**config.mk**
```make
export PLATFORM = sky130hd
export DESIGN_NAME = rtcc_core
export DESIGN_NICKNAME = d
export VERILOG_FILES = /design/src/logic/rtcc_pkg.sv /design/src/logic/rtcc_core.sv
export SDC_FILE = /design/constraint.sdc
export NUM_CORES = 1
export LEC_CHECK = 0
export ABC_AREA = 0
export BUFFER_PORTS_ARGS = -buffer_cell sky130_fd_sc_hd__buf_2
export CORE_MARGIN = 5
export CORE_UTILIZATION = 70
export CTS_BUF_LIST = sky130_fd_sc_hd__clkbuf_8
export CTS_CLUSTER_SIZE = 25
export DETAILED_ROUTE_END_ITERATION = 6
export PLACE_DENSITY = 0.87
export SYNTH_ARGS = -nofsm -noshare
export SYNTH_HDL_FRONTEND = slang
export SYNTH_SLANG_ARGS = --single-unit
```
**constraint.sdc**
```tcl
create_clock -name sys_clk -period 12.81 [get_ports sys_clk]
set_input_delay 1.281 -clock sys_clk [delete_from_list [all_inputs] [get_ports sys_clk]]
set_output_delay 1.281 -clock sys_clk [all_outputs]
set_load 0.1 [all_outputs]
```
**src/logic/rtcc_pkg.sv**
```systemverilog
package rtcc_pkg;
    localparam logic [3:0] ADR_SEC = 4'h0;
    localparam logic [3:0] ADR_SEC_ALM = 4'h1;
    localparam logic [3:0] ADR_MIN = 4'h2;
    localparam logic [3:0] ADR_MIN_ALM = 4'h3;
    localparam logic [3:0] ADR_HR = 4'h4;
    localparam logic [3:0] ADR_HR_ALM = 4'h5;
    localparam logic [3:0] ADR_WDAY = 4'h6;
    localparam logic [3:0] ADR_MDAY = 4'h7;
    localparam logic [3:0] ADR_MON = 4'h8;
    localparam logic [3:0] ADR_YEAR = 4'h9;
    localparam logic [3:0] ADR_CTLA = 4'ha;
    localparam logic [3:0] ADR_CTLB = 4'hb;
    localparam logic [3:0] ADR_STAT = 4'hc;
    localparam int N_BYTES = 10;
    // Byte slots that track the counters, and those whose reset value is one
    localparam logic [9:0] COUNT_MASK = 10'h3d5;
    localparam logic [9:0] ONE_MASK = 10'h1c0;
    // Rate and divider control fields
    localparam int CA_UIP = 7;
    localparam logic [2:0] DIV_RUN = 3'h2;
    localparam logic [2:0] DIV_ALT = 3'h3;
    localparam logic [7:0] CTLA_RST = 8'h20;
    // Format and enable control fields
    localparam int CB_UTI = 7;
    localparam int CB_PIE = 6;
    localparam int CB_AIE = 5;
    localparam int CB_UIE = 4;
    localparam int CB_SQWE = 3;
    localparam int CB_DF = 2;
    localparam int CB_HF = 1;
    localparam logic [7:0] CTLB_RST = 8'h02;
    // Status fields
    localparam int CS_IRQF = 7;
    localparam int CS_PF = 6;
    localparam int CS_AF = 5;
    localparam int CS_UF = 4;
    // Divider taps
    localparam int DIV_W = 15;
    localparam logic [3:0] TAP_256HZ = 4'h6;
    localparam logic [3:0] TAP_128HZ = 4'h7;
    localparam logic [3:0] TAP_OFS = 4'h2;
    // Ranges
    localparam logic [7:0] SEC_MAX = 8'h3b;
    localparam logic [7:0] HR_MAX = 8'h17;
    localparam logic [7:0] HR_HALF = 8'h0c;
    localparam logic [7:0] WDAY_MAX = 8'h07;
    localparam logic [7:0] MON_MAX = 8'h0c;
    localparam logic [7:0] YEAR_MAX = 8'h63;
    localparam logic [7:0] TEN = 8'h0a;
    localparam logic [1:0] ALARM_DC = 2'h3;
    typedef enum logic [2:0] {
        UPD_IDLE = 3'b001,
        UPD_ADV = 3'b010,
        UPD_DONE = 3'b100
    } rtcc_upd_t;
endpackage

```
**src/logic/rtcc_core.sv**
```systemverilog
`timescale 1ns/1ns
module rtcc_core #(
    parameter int UIP_LEAD = 8
) (
    input wire logic sys_clk,
    input wire logic rst,
    input wire logic osc_tick,
    input wire logic battery_mode,
    input wire logic [3:0] addr,
    input wire logic [7:0] wdata,
    input wire logic wr_en,
    input wire logic rd_en,
    output logic [7:0] rdata,
    output logic square_wave_out,
    output logic irq_n_out,
    output logic irq_n_oe
);
    localparam logic [rtcc_pkg::DIV_W-1:0] DIV_TOP = '1;
    localparam logic [rtcc_pkg::DIV_W-1:0] UIP_START = DIV_TOP - rtcc_pkg::DIV_W'(UIP_LEAD);

    function automatic logic [7:0] to_fmt(input logic [7:0] v, input logic bin);
        logic [7:0] t;
        logic [7:0] u;
        t = v / rtcc_pkg::TEN;
        u = v % rtcc_pkg::TEN;
        return bin ? v : {t[3:0], u[3:0]};
    endfunction

    function automatic logic [7:0] from_fmt(input logic [7:0] v, input logic bin);
        return bin ? v : {4'h0, v[7:4]} * rtcc_pkg::TEN + {4'h0, v[3:0]};
    endfunction

    function automatic logic [7:0] to_hr(input logic [7:0] h, input logic bin, input logic h24);
        logic [7:0] h12;
        logic [7:0] e;
        h12 = h % rtcc_pkg::HR_HALF;
        if (h12 == 8'h00)
            h12 = rtcc_pkg::HR_HALF;
        e = to_fmt(h12, bin);
        return h24 ? to_fmt(h, bin) : {h >= rtcc_pkg::HR_HALF, e[6:0]};
    endfunction

    function automatic logic [7:0] from_hr(input logic [7:0] v, input logic bin, input logic h24);
        logic [7:0] t;
        t = from_fmt({1'b0, v[6:0]}, bin);
        if (t == rtcc_pkg::HR_HALF)
            t = 8'h00;
        return h24 ? from_fmt(v, bin) : t + (v[7] ? rtcc_pkg::HR_HALF : 8'h00);
    endfunction

    function automatic logic [7:0] days_in(input logic [7:0] m, input logic [7:0] y);
        unique case (m)
            8'h02: return (y[1:0] == 2'h0) ? 8'h1d : 8'h1c;
            8'h04, 8'h06, 8'h09, 8'h0b: return 8'h1e;
            default: return 8'h1f;
        endcase
    endfunction

    function automatic logic [3:0] tap_sel(input logic [3:0] rs);
        unique case (rs)
            4'h1: return rtcc_pkg::TAP_256HZ;
            4'h2: return rtcc_pkg::TAP_128HZ;
            default: return rs - rtcc_pkg::TAP_OFS;
        endcase
    endfunction

    logic [7:0] ctla_r;
    logic [7:0] ctlb_r;
    logic uip_r;
    logic [rtcc_pkg::DIV_W-1:0] div_r;
    logic sqw_r;
    logic sqw_out_r;
    logic [7:0] sec_r, min_r, hr_r, wday_r, mday_r, mon_r, year_r;
    logic [7:0] user_r [0:rtcc_pkg::N_BYTES-1];
    logic [7:0] cur_enc [0:rtcc_pkg::N_BYTES-1];
    logic pf_r, af_r, uf_r, irqf_r;
    logic [7:0] rdata_r;
    rtcc_pkg::rtcc_upd_t upd_st;

    logic host_wr;
    logic stat_rd;
    logic bin;
    logic h24;
    logic update_transfer_inhibit;
    logic running;
    logic sec_tick;
    logic tap_now;
    logic pf_ev;
    logic af_ev;
    logic uf_ev;
    logic irq_ev;
    logic c_min, c_hr, c_day, c_mon, c_yr;

    // Backup operation only write-protects the bytes; timekeeping and events carry on
    assign host_wr = wr_en && !battery_mode;
    assign stat_rd = rd_en && addr == rtcc_pkg::ADR_STAT;
    assign bin = ctlb_r[rtcc_pkg::CB_DF];
    assign h24 = ctlb_r[rtcc_pkg::CB_HF];
    assign update_transfer_inhibit = ctlb_r[rtcc_pkg::CB_UTI];

    always_ff @(posedge sys_clk or posedge rst)
    begin
        if (rst)
            ctla_r <= rtcc_pkg::CTLA_RST;
        else if (host_wr && addr == rtcc_pkg::ADR_CTLA)
            ctla_r <= {1'b0, wdata[6:0]};
    end

    always_ff @(posedge sys_clk or posedge rst)
    begin
        if (rst)
            ctlb_r <= rtcc_pkg::CTLB_RST;
        else if (host_wr && addr == rtcc_pkg::ADR_CTLB)
            ctlb_r <= wdata;
    end

    // Both the normal and the alternate code keep the taps running
    assign running = ctla_r[6:4] == rtcc_pkg::DIV_RUN || ctla_r[6:4] == rtcc_pkg::DIV_ALT;
    assign sec_tick = osc_tick && running && div_r == DIV_TOP;

    always_ff @(posedge sys_clk or posedge rst)
    begin
        if (rst)
            div_r <= '0;
        else if (!running)
            div_r <= '0;
        else if (osc_tick)
            div_r <= div_r + 1'b1;
    end

    assign tap_now = (ctla_r[3:0] != 4'h0) && div_r[tap_sel(ctla_r[3:0])];
    // One event per tap period, on the falling half
    assign pf_ev = sqw_r && !tap_now;

    always_ff @(posedge sys_clk or posedge rst)
    begin
        if (rst)
        begin
            sqw_r <= 1'b0;
            sqw_out_r <= 1'b0;
        end
        else
        begin
            sqw_r <= tap_now;
            sqw_out_r <= tap_now && ctlb_r[rtcc_pkg::CB_SQWE];
        end
    end

    always_ff @(posedge sys_clk or posedge rst)
    begin
        if (rst)
            upd_st <= rtcc_pkg::UPD_IDLE;
        else
        begin
            unique case (upd_st)
                rtcc_pkg::UPD_IDLE: if (sec_tick) upd_st <= rtcc_pkg::UPD_ADV;
                rtcc_pkg::UPD_ADV: upd_st <= rtcc_pkg::UPD_DONE;
                rtcc_pkg::UPD_DONE: upd_st <= rtcc_pkg::UPD_IDLE;
                default: upd_st <= rtcc_pkg::UPD_IDLE;
            endcase
        end
    end

    always_ff @(posedge sys_clk or posedge rst)
    begin
        if (rst)
            uip_r <= 1'b0;
        else if (upd_st == rtcc_pkg::UPD_DONE)
            uip_r <= 1'b0;
        else if (osc_tick && running && div_r == UIP_START)
            uip_r <= 1'b1;
    end

    assign c_min = sec_r == rtcc_pkg::SEC_MAX;
    assign c_hr = c_min && min_r == rtcc_pkg::SEC_MAX;
    assign c_day = c_hr && hr_r == rtcc_pkg::HR_MAX;
    assign c_mon = c_day && mday_r == days_in(mon_r, year_r);
    assign c_yr = c_mon && mon_r == rtcc_pkg::MON_MAX;

    // Counters keep binary internally; host writes are decoded in the current format
    always_ff @(posedge sys_clk or posedge rst)
    begin
        if (rst)
        begin
            sec_r <= 8'h00;
            min_r <= 8'h00;
            hr_r <= 8'h00;
            wday_r <= 8'h01;
            mday_r <= 8'h01;
            mon_r <= 8'h01;
            year_r <= 8'h00;
        end
        else if (host_wr)
        begin
            unique case (addr)
                rtcc_pkg::ADR_SEC: sec_r <= from_fmt(wdata, bin);
                rtcc_pkg::ADR_MIN: min_r <= from_fmt(wdata, bin);
                rtcc_pkg::ADR_HR: hr_r <= from_hr(wdata, bin, h24);
                rtcc_pkg::ADR_WDAY: wday_r <= from_fmt(wdata, bin);
                rtcc_pkg::ADR_MDAY: mday_r <= from_fmt(wdata, bin);
                rtcc_pkg::ADR_MON: mon_r <= from_fmt(wdata, bin);
                rtcc_pkg::ADR_YEAR: year_r <= from_fmt(wdata, bin);
                default: ;
            endcase
        end
        else if (upd_st == rtcc_pkg::UPD_ADV)
        begin
            sec_r <= c_min ? 8'h00 : sec_r + 8'h01;
            if (c_min)
                min_r <= c_hr ? 8'h00 : min_r + 8'h01;
            if (c_hr)
                hr_r <= c_day ? 8'h00 : hr_r + 8'h01;
            if (c_day)
                wday_r <= (wday_r == rtcc_pkg::WDAY_MAX) ? 8'h01 : wday_r + 8'h01;
            if (c_day)
                mday_r <= c_mon ? 8'h01 : mday_r + 8'h01;
            if (c_mon)
                mon_r <= c_yr ? 8'h01 : mon_r + 8'h01;
            if (c_yr)
                year_r <= (year_r == rtcc_pkg::YEAR_MAX) ? 8'h00 : year_r + 8'h01;
        end
    end

    always_comb
    begin
        cur_enc = '{default: 8'h00};
        cur_enc[rtcc_pkg::ADR_SEC] = to_fmt(sec_r, bin);
        cur_enc[rtcc_pkg::ADR_MIN] = to_fmt(min_r, bin);
        cur_enc[rtcc_pkg::ADR_HR] = to_hr(hr_r, bin, h24);
        cur_enc[rtcc_pkg::ADR_WDAY] = to_fmt(wday_r, bin);
        cur_enc[rtcc_pkg::ADR_MDAY] = to_fmt(mday_r, bin);
        cur_enc[rtcc_pkg::ADR_MON] = to_fmt(mon_r, bin);
        cur_enc[rtcc_pkg::ADR_YEAR] = to_fmt(year_r, bin);
    end

    // Host copy: alarm slots hold what was written, count slots follow the counters
    for (genvar a = 0; a < rtcc_pkg::N_BYTES; a++)
    begin : g_user
        always_ff @(posedge sys_clk or posedge rst)
        begin
            if (rst)
                user_r[a] <= rtcc_pkg::ONE_MASK[a] ? 8'h01 : 8'h00;
            else if (host_wr && addr == 4'(a))
                user_r[a] <= wdata;
            else if (rtcc_pkg::COUNT_MASK[a] && upd_st == rtcc_pkg::UPD_DONE && !update_transfer_inhibit)
                user_r[a] <= cur_enc[a];
        end
    end

    assign af_ev = upd_st == rtcc_pkg::UPD_DONE &&
        (user_r[rtcc_pkg::ADR_SEC_ALM][7:6] == rtcc_pkg::ALARM_DC ||
         user_r[rtcc_pkg::ADR_SEC_ALM] == cur_enc[rtcc_pkg::ADR_SEC]) &&
        (user_r[rtcc_pkg::ADR_MIN_ALM][7:6] == rtcc_pkg::ALARM_DC ||
         user_r[rtcc_pkg::ADR_MIN_ALM] == cur_enc[rtcc_pkg::ADR_MIN]) &&
        (user_r[rtcc_pkg::ADR_HR_ALM][7:6] == rtcc_pkg::ALARM_DC ||
         user_r[rtcc_pkg::ADR_HR_ALM] == cur_enc[rtcc_pkg::ADR_HR]);
    assign uf_ev = upd_st == rtcc_pkg::UPD_DONE;
    assign irq_ev = (pf_ev && ctlb_r[rtcc_pkg::CB_PIE]) ||
        (af_ev && ctlb_r[rtcc_pkg::CB_AIE]) ||
        (uf_ev && ctlb_r[rtcc_pkg::CB_UIE] && !update_transfer_inhibit);

    // A new event in the cycle of a status read survives the clear
    always_ff @(posedge sys_clk or posedge rst)
    begin
        if (rst)
        begin
            pf_r <= 1'b0;
            af_r <= 1'b0;
            uf_r <= 1'b0;
            irqf_r <= 1'b0;
        end
        else
        begin
            pf_r <= pf_ev || (pf_r && !stat_rd);
            af_r <= af_ev || (af_r && !stat_rd);
            uf_r <= uf_ev || (uf_r && !stat_rd);
            irqf_r <= irq_ev || (irqf_r && !stat_rd);
        end
    end

    always_ff @(posedge sys_clk or posedge rst)
    begin
        if (rst)
            rdata_r <= 8'h00;
        else if (rd_en)
        begin
            if (addr < 4'(rtcc_pkg::N_BYTES))
                rdata_r <= user_r[addr];
            else if (addr == rtcc_pkg::ADR_CTLA)
                rdata_r <= {uip_r, ctla_r[6:0]};
            else if (addr == rtcc_pkg::ADR_CTLB)
                rdata_r <= ctlb_r;
            else if (addr == rtcc_pkg::ADR_STAT)
                rdata_r <= {irqf_r, pf_r, af_r, uf_r, 4'h0};
            else
                rdata_r <= 8'h00;
        end
        else
            rdata_r <= 8'h00;
    end

    assign rdata = rdata_r;
    assign square_wave_out = sqw_out_r;
    assign irq_n_out = 1'b0;
    assign irq_n_oe = irqf_r;

    a_stat_clear: assert property (@(posedge sys_clk) disable iff (rst)
        stat_rd && !irq_ev && !pf_ev |=> !irqf_r && !pf_r && !irq_n_oe)
        else $error("status read did not clear flags");

    a_irq_pin: assert property (@(posedge sys_clk) disable iff (rst)
        irq_ev |=> irqf_r && irq_n_oe && !irq_n_out)
        else $error("request not shown on pin");

    a_uti_freeze: assert property (@(posedge sys_clk) disable iff (rst)
        update_transfer_inhibit && !(wr_en && addr == rtcc_pkg::ADR_SEC) |=> $stable(user_r[rtcc_pkg::ADR_SEC]))
        else $error("host copy changed under inhibit");

    a_upd_seq: assert property (@(posedge sys_clk) disable iff (rst)
        sec_tick && upd_st == rtcc_pkg::UPD_IDLE |=> upd_st == rtcc_pkg::UPD_ADV ##1 upd_st == rtcc_pkg::UPD_DONE)
        else $error("update cycle did not follow tick");

    a_uip_end: assert property (@(posedge sys_clk) disable iff (rst)
        upd_st == rtcc_pkg::UPD_DONE |=> !uip_r && uf_r)
        else $error("busy bit or update flag wrong at end");

    a_alarm_dc: assert property (@(posedge sys_clk) disable iff (rst)
        upd_st == rtcc_pkg::UPD_DONE && user_r[rtcc_pkg::ADR_SEC_ALM][7:6] == rtcc_pkg::ALARM_DC &&
        user_r[rtcc_pkg::ADR_MIN_ALM][7:6] == rtcc_pkg::ALARM_DC &&
        user_r[rtcc_pkg::ADR_HR_ALM][7:6] == rtcc_pkg::ALARM_DC |=> af_r)
        else $error("masked alarm did not match");

    a_uf_gated: assert property (@(posedge sys_clk) disable iff (rst)
        uf_ev && update_transfer_inhibit && !(af_ev && ctlb_r[rtcc_pkg::CB_AIE]) && !(pf_ev && ctlb_r[rtcc_pkg::CB_PIE]) &&
        !irqf_r |=> !irqf_r)
        else $error("update request raised under inhibit");

    a_sec_range: assert property (@(posedge sys_clk) disable iff (rst)
        sec_r <= rtcc_pkg::SEC_MAX && hr_r <= rtcc_pkg::HR_MAX)
        else $error("time counter out of range");

    a_sqw_none: assert property (@(posedge sys_clk) disable iff (rst)
        ctla_r[3:0] == 4'h0 |=> !sqw_r && !pf_ev)
        else $error("rate code zero produced output");

    a_periodic: assert property (@(posedge sys_clk) disable iff (rst)
        pf_ev && ctlb_r[rtcc_pkg::CB_PIE] |=> irqf_r && pf_r)
        else $error("periodic request missing");

    c_alarm: cover property (@(posedge sys_clk) disable iff (rst) af_ev && ctlb_r[rtcc_pkg::CB_AIE]);
    c_periodic: cover property (@(posedge sys_clk) disable iff (rst) pf_ev ##1 stat_rd);
    c_update_irq: cover property (@(posedge sys_clk) disable iff (rst) uf_ev && irq_ev);
endmodule // rtcc_core

```
Word-level counts from Yosys, hierarchy flattened
Index checks and enable logic that the tools add are counted.

storage, ports and cells
  input bits = 18
  output and inout bits = 11
  register bits = 184
  logic and storage cells = 274

operators by class
  bitwise gates (word level) = 1
  $add $sub $neg = 12
  magnitude comparators = 4
  multipliers = 2
  div/mod/pow operators = 17
  equal/unequal tests = 49
  reductions and logical operators = 76
  mux-type cells = 84

operators by type and width
  kind                   number
  $mux 8                 70
  $mod 8x4->8 const B    9
  $div 8x4->8 const B    8
  $add 8x1->8 const B    7
  $logic_and 1x1->1      36
  $bmux 8 s4             1
  $eq 8x4->1 const B     4
  $eq 8x8->1             4
  $eq 15x15->1 const B   2
  $mux 15                2
  $reduce_bool 2->1      14
  $eq 8x3->1 const B     3
  $eq 4x4->1 const B     5
  $reduce_and 3->1       6
  $add 8x4->8            2
  $eq 4x3->1 const B     4
  $eq 8x6->1 const B     2
  $add 15x1->15 const B  1
  $ne 2x1->1 const B     7
  $eq 4x2->1 const B     3
  $logic_or 1x1->1       10
  $eq 3x2->1 const B     3
  $add 7x4->8            1
  $eq 4x1->1 const B     2
  other kinds (30)       39

Logic depth before layout (Yosys ltp)
  depth in word-level cells = 13
  depth in mapped cells = 19

Least setup slack after synthesis
No wires, ideal clock.

  path kind = in2reg
  start point = in wdata[2]
  end point = reg hr_r[6]
  arrival = 4.320 ns
  data required time = 12.675 ns
  setup slack = 8.355 ns
  buffers on the path = 0
  stages = 18
  cells stage by stage = clkinv_1 fa_1 nor2b_1 nor2_1 or4b_2 nand4b_1 nor2_1 nand3_1 nor2_1 nor2_1 ha_1 inv_1 fa_1 nor3_1 xnor2_1 a21oi_1 a21oi_1 o21ai_0

on the way
  longest elaborated chain between the ends = 10

RTL lines
  item                  line              text
  from (decl)           rtcc_core.sv:10   input wire logic [7:0] wdata,
  $add 7x4->8           rtcc_core.sv:30   return bin ? v : {4'h0, v[7:4]} * rtcc_pkg::TEN + {4'h0, v[3:0]};
  $mux 8                rtcc_core.sv:30
  $eq 8x4->1            rtcc_core.sv:46   if (t == rtcc_pkg::HR_HALF)
  $mux 8                rtcc_core.sv:46
  $mux 8                rtcc_core.sv:195  unique case (addr)
  $mux 8                rtcc_core.sv:193  else if (host_wr)
  $add 8x4->8           rtcc_core.sv:48   return h24 ? from_fmt(v, bin) : t + (v[7] ? rtcc_pkg::HR_HALF : 8'h00);
  $mux 8 (*)            rtcc_core.sv:48
  $mux 8 (*)            rtcc_core.sv:195
  $mux 8 (*)            rtcc_core.sv:193
  to (signal assigned)  rtcc_core.sv:198  rtcc_pkg::ADR_HR: hr_r <= from_hr(wdata, bin, h24);
  to (signal assigned)  rtcc_core.sv:212  hr_r <= c_day ? 8'h00 : hr_r + 8'h01;
  to (decl)             rtcc_core.sv:73   logic [7:0] sec_r, min_r, hr_r, wday_r, mday_r, mon_r, year_r;

Every way passes the cells marked *; elsewhere a longest branch is shown, timed or not. The select of a mux whose other input is x is not followed.
A chain may end at the register's enable or synchronous reset.

Worst setup path after layout
  start point = reg ctlb_r[2]
  end point = reg hr_r[5]

on the way
  longest elaborated chain between the ends = 9

RTL lines
  item                    line              text
  from (decl)             rtcc_core.sv:68   logic [7:0] ctlb_r;
  from (signal assigned)  rtcc_core.sv:112  ctlb_r <= rtcc_pkg::CTLB_RST;
  from (signal assigned)  rtcc_core.sv:114  ctlb_r <= wdata;
  $mux 8                  rtcc_core.sv:30
  $eq 8x4->1              rtcc_core.sv:46
  $mux 8                  rtcc_core.sv:46
  $mux 8                  rtcc_core.sv:195
  $mux 8                  rtcc_core.sv:193
  $add 8x4->8             rtcc_core.sv:48
  $mux 8 (*)              rtcc_core.sv:48
  $mux 8 (*)              rtcc_core.sv:195
  $mux 8 (*)              rtcc_core.sv:193

Marks and branches as above.

==> impl_metrics.env <==
export IMPL_ys_warn_count=0
export IMPL_final_nets=1973
export IMPL_grt_overflow=0
export IMPL_seq_area_frac_synth_pct=28.91
export IMPL_clockBufferDepth=2
export IMPL_first_pass_iters=7
export IMPL_gp_congestion=1.008
export IMPL_cts_tree="done"
export IMPL_total_power_mw=2.356
export IMPL_route_vias_total=15926
export IMPL_failed_checks="DRC"
export IMPL_grt_pass1_wl_um=77260
export IMPL_areaGrowthSynthToFinish_pct=1.810
export IMPL_routedWlPerCell_um=22.19
export IMPL_routed_wl_um=48900
export IMPL_max_slew_margin_pct=26.45
export IMPL_maxCapViolations=0
export IMPL_rsz0062_at_grt="false"
export IMPL_powerDensity_nw_per_um2=144.9
export IMPL_tns_ns=0
export IMPL_fin_crit_sh_pct=38.13
export IMPL_rows=55
export IMPL_hold_viol_final=0
export IMPL_cp_endpoint="hr_r[5]"
export IMPL_track_usage_pct=36.67
export IMPL_antenna_found_initial=3
export IMPL_place_hpwl_um=33930
export IMPL_endpoint_kind="flop"
export IMPL_cts_sinks=184
export IMPL_htree_levels=4
export IMPL_slew_violations=0
export IMPL_reg2reg_from="ctlb_r[2]"
export IMPL_syn_nets=2077
export IMPL_synthArstFlopShare_pct=100.0
export IMPL_drive_gt1_share_pct=9.380
export IMPL_multi_input_area_sq_um=10390
export IMPL_period_needed_ns=4.884
export IMPL_synth_area_per_cell_sq_um=7.940
export IMPL_critPathLaunch="ctlb_r[2]"
export IMPL_initial_core_util_pct=70.74
export IMPL_synth_area_sq_um=15970
export IMPL_cp_start_kind="flop"
export IMPL_insertion_delay_ns=0.48
export IMPL_synth_cell_type_count=99
export IMPL_die_h_um=161.0
export IMPL_synthTopCellsByArea="dfrtp_1 (27%), o21ai_0 (6.2%), a21oi_1 (4.6%)"
export IMPL_ant_nets=0
export IMPL_reg2regPathDepth=17
export IMPL_synth_edf_count=0
export IMPL_yosys_area_top_type_share_pct=27.43
export IMPL_p_leak_nw=6.533
export IMPL_reg2reg_to="hr_r[5]"
export IMPL_numCtsBuffers=17
export IMPL_viasPerCell=7.226
export IMPL_clk_pin_slew_ns=0.11
export IMPL_tightest_slew_ns=1.099
export IMPL_fmax_ghz=0.2047
export IMPL_setup_violations_final=0
export IMPL_nFillCells=1773
export IMPL_skew_ns=0.01582
export IMPL_syn_inst=2011
export IMPL_seq_area_sq_um=4617
export IMPL_hold_class="flop to flop"
export IMPL_critical_path_max_fanout=96
export IMPL_drcViolationCount=7
export IMPL_synth_flop_cell="dfrtp_1"
export IMPL_cts_setup_buffers=0
export IMPL_yosysTopAreaCell="dfrtp_1"
export IMPL_required_ns=13.15
export IMPL_io_pins=29
export IMPL_die_area_sq_um=25930
export IMPL_io_buffer_count=27
export IMPL_r2r_setup_slack_ns=7.93
export IMPL_drt_iter0_markers=2293
export IMPL_cts_root_buf="clkbuf_8"
export IMPL_grt_pass1_vias=14405
export IMPL_critical_path_class="flop to flop"
export IMPL_ctsHoldBuffers=0
export IMPL_core_sq_um=22570
export IMPL_diodes=0
export IMPL_ir_worst_vdd_v=0.00009163
export IMPL_cts_resized=0
export IMPL_crit_arrival_ns=5.22
export IMPL_grt_max_degree=111
export IMPL_status="finished with violations"
export IMPL_synth_ff_latch_count=184
export IMPL_fp_dieW_um=161.0
[logic make-up (layout without fill, tap and decap cells)]
family,Yosys count,count (layout),share of synthesized area (%)
compound gates,686,686,27.60
xor+xnor,88,88,4.913
fa+ha+maj,51,51,4.090
buf+inv,241,149,6.096
flops,184,184,28.91
mux,105,105,8.306
other cells,1,1,0.02348
simple gates,655,655,20.07
[layer usage]
| metal | up-vias | GRT usage (%) | wire, um |
|---|---|---|---|
| met5 | - | 0 | 59 |
| met4 | 6 | 15.08 | 2163 |
| met3 | 182 | 9.212 | 5949 |
| met2 | 1055 | 56.64 | 21710 |
| met1 | 7508 | 49.68 | 19020 |
| li1 | 7175 | - | - |
[sequential cells by signal (all words and copies together), names as in the netlist, 3 cells and up]
| signal | flops |
|---|---|
| ctla_r | 7 |
| ctlb_r | 8 |
| div_r | 15 |
| hr_r | 8 |
| mday_r | 8 |
| min_r | 8 |
| mon_r | 8 |
| rdata | 8 |
| sec_r | 8 |
| upd_st | 3 |
| user_r | 80 |
| wday_r | 8 |
| year_r | 8 |
[final cells by class]
type,instances,area share [%]
Inverter,79,1.870
Tap cell,285,2.193
Clock inverter,14,0.8081
Multi-Input combinational cell,1586,63.90
Timing Repair Buffer,39,1.385
Clock buffer,17,1.439
Sequential cell,184,28.40
[worst min path at each step]
| stage | end | start | depth (start not counted) |
|---|---|---|---|
| after global placement | upd_st[1] | upd_st[1] | 1 |
| after floorplan | upd_st[1] | upd_st[1] | 1 |
| final | upd_st[1] | upd_st[1] | 1 |
| after CTS | upd_st[1] | upd_st[1] | 1 |
| after global routing | upd_st[1] | upd_st[1] | 1 |
| after detailed placement | upd_st[1] | upd_st[1] | 1 |
[where the power goes]
group          total, mW  leakage (nW)  switching (mW)  internal, mW
Combinational       1.09          4.09           0.644         0.445
Sequential         0.884          2.26           0.201         0.682
Clock              0.383         0.188           0.241         0.143
Total               2.36          6.53            1.09          1.27
[synth_stat cells (10+ instances only)]
cell type and count:
o21ai_1 14, or3_1 15, o21a_1 12, a22oi_1 14
a22o_1 13, o21ai_0 198, nor2b_1 27, clkbuf_1 115
ha_1 45, xnor2_1 47, buf_1 14, nand2b_1 34
a21o_1 12, and3_1 15, nor2_1 174, o22ai_1 26
o221ai_1 19, nor3_1 49, buf_2 25, xor2_1 40
o211ai_1 35, nand4_1 14, nand3_1 47, dfrtp_1 175
a211oi_1 26, o31ai_1 19, inv_1 72, nor3b_1 15
mux4_2 17, a21oi_1 146, nand2_1 193, mux2i_1 38
and2_1 10, mux2_2 50, a31oi_1 39
[through the flow]
step	setup slack [ns]	hold WS (ns)	cells	utilization [%]	area [sq um]
after floorplan	6.544	0.4335	2011	-	15970
after global placement	7.700	0.4509	2173	70.40	15890
after detailed placement	7.594	0.4623	2173	70.40	15890
after CTS	8.001	0.4772	2204	72.02	16260
after global routing	7.696	0.5122	2204	72.02	16260
final	7.926	0.4760	2204	72.02	16260
[critical path, cell delays in order (launching register included)]
cell and delay (ns):
dfrtp_2 0.36, buf_4 0.74, clkinv_1 0.84, buf_4 0.48, mux2_2 0.38, nand4b_1 0.19
nor2_1 0.11, nand3_1 0.11, o21ai_0 0.34, inv_1 0.08, ha_1 0.27, a21oi_1 0.15
nor2_1 0.08, xnor2_1 0.15, nand2_1 0.08, o21ai_0 0.10, a21oi_1 0.18, o22ai_1 0.09
[cell usage in the layout, fill, tap and decap left out, drive strengths merged, types with 11 or more instances in the layout]
cell	instances
mux2i	38
or3	15
dfrtp	175
a211oi	27
inv	81
clkinv	11
a22oi	14
nor2	178
a22o	13
o31ai	19
o211ai	35
a21oi	146
nor2b	27
and3	15
nor3b	15
and2	11
a21o	12
nand3	47
mux2	50
o22ai	27
o21a	12
xor2	40
nor3	49
xnor2	47
nand4	15
ha	45
mux4	17
buf	39
nand2b	35
o21ai	212
clkbuf	17
a31oi	39
nand2	194
o221ai	19
No activity file was read; power rests on OpenSTA's default activity.
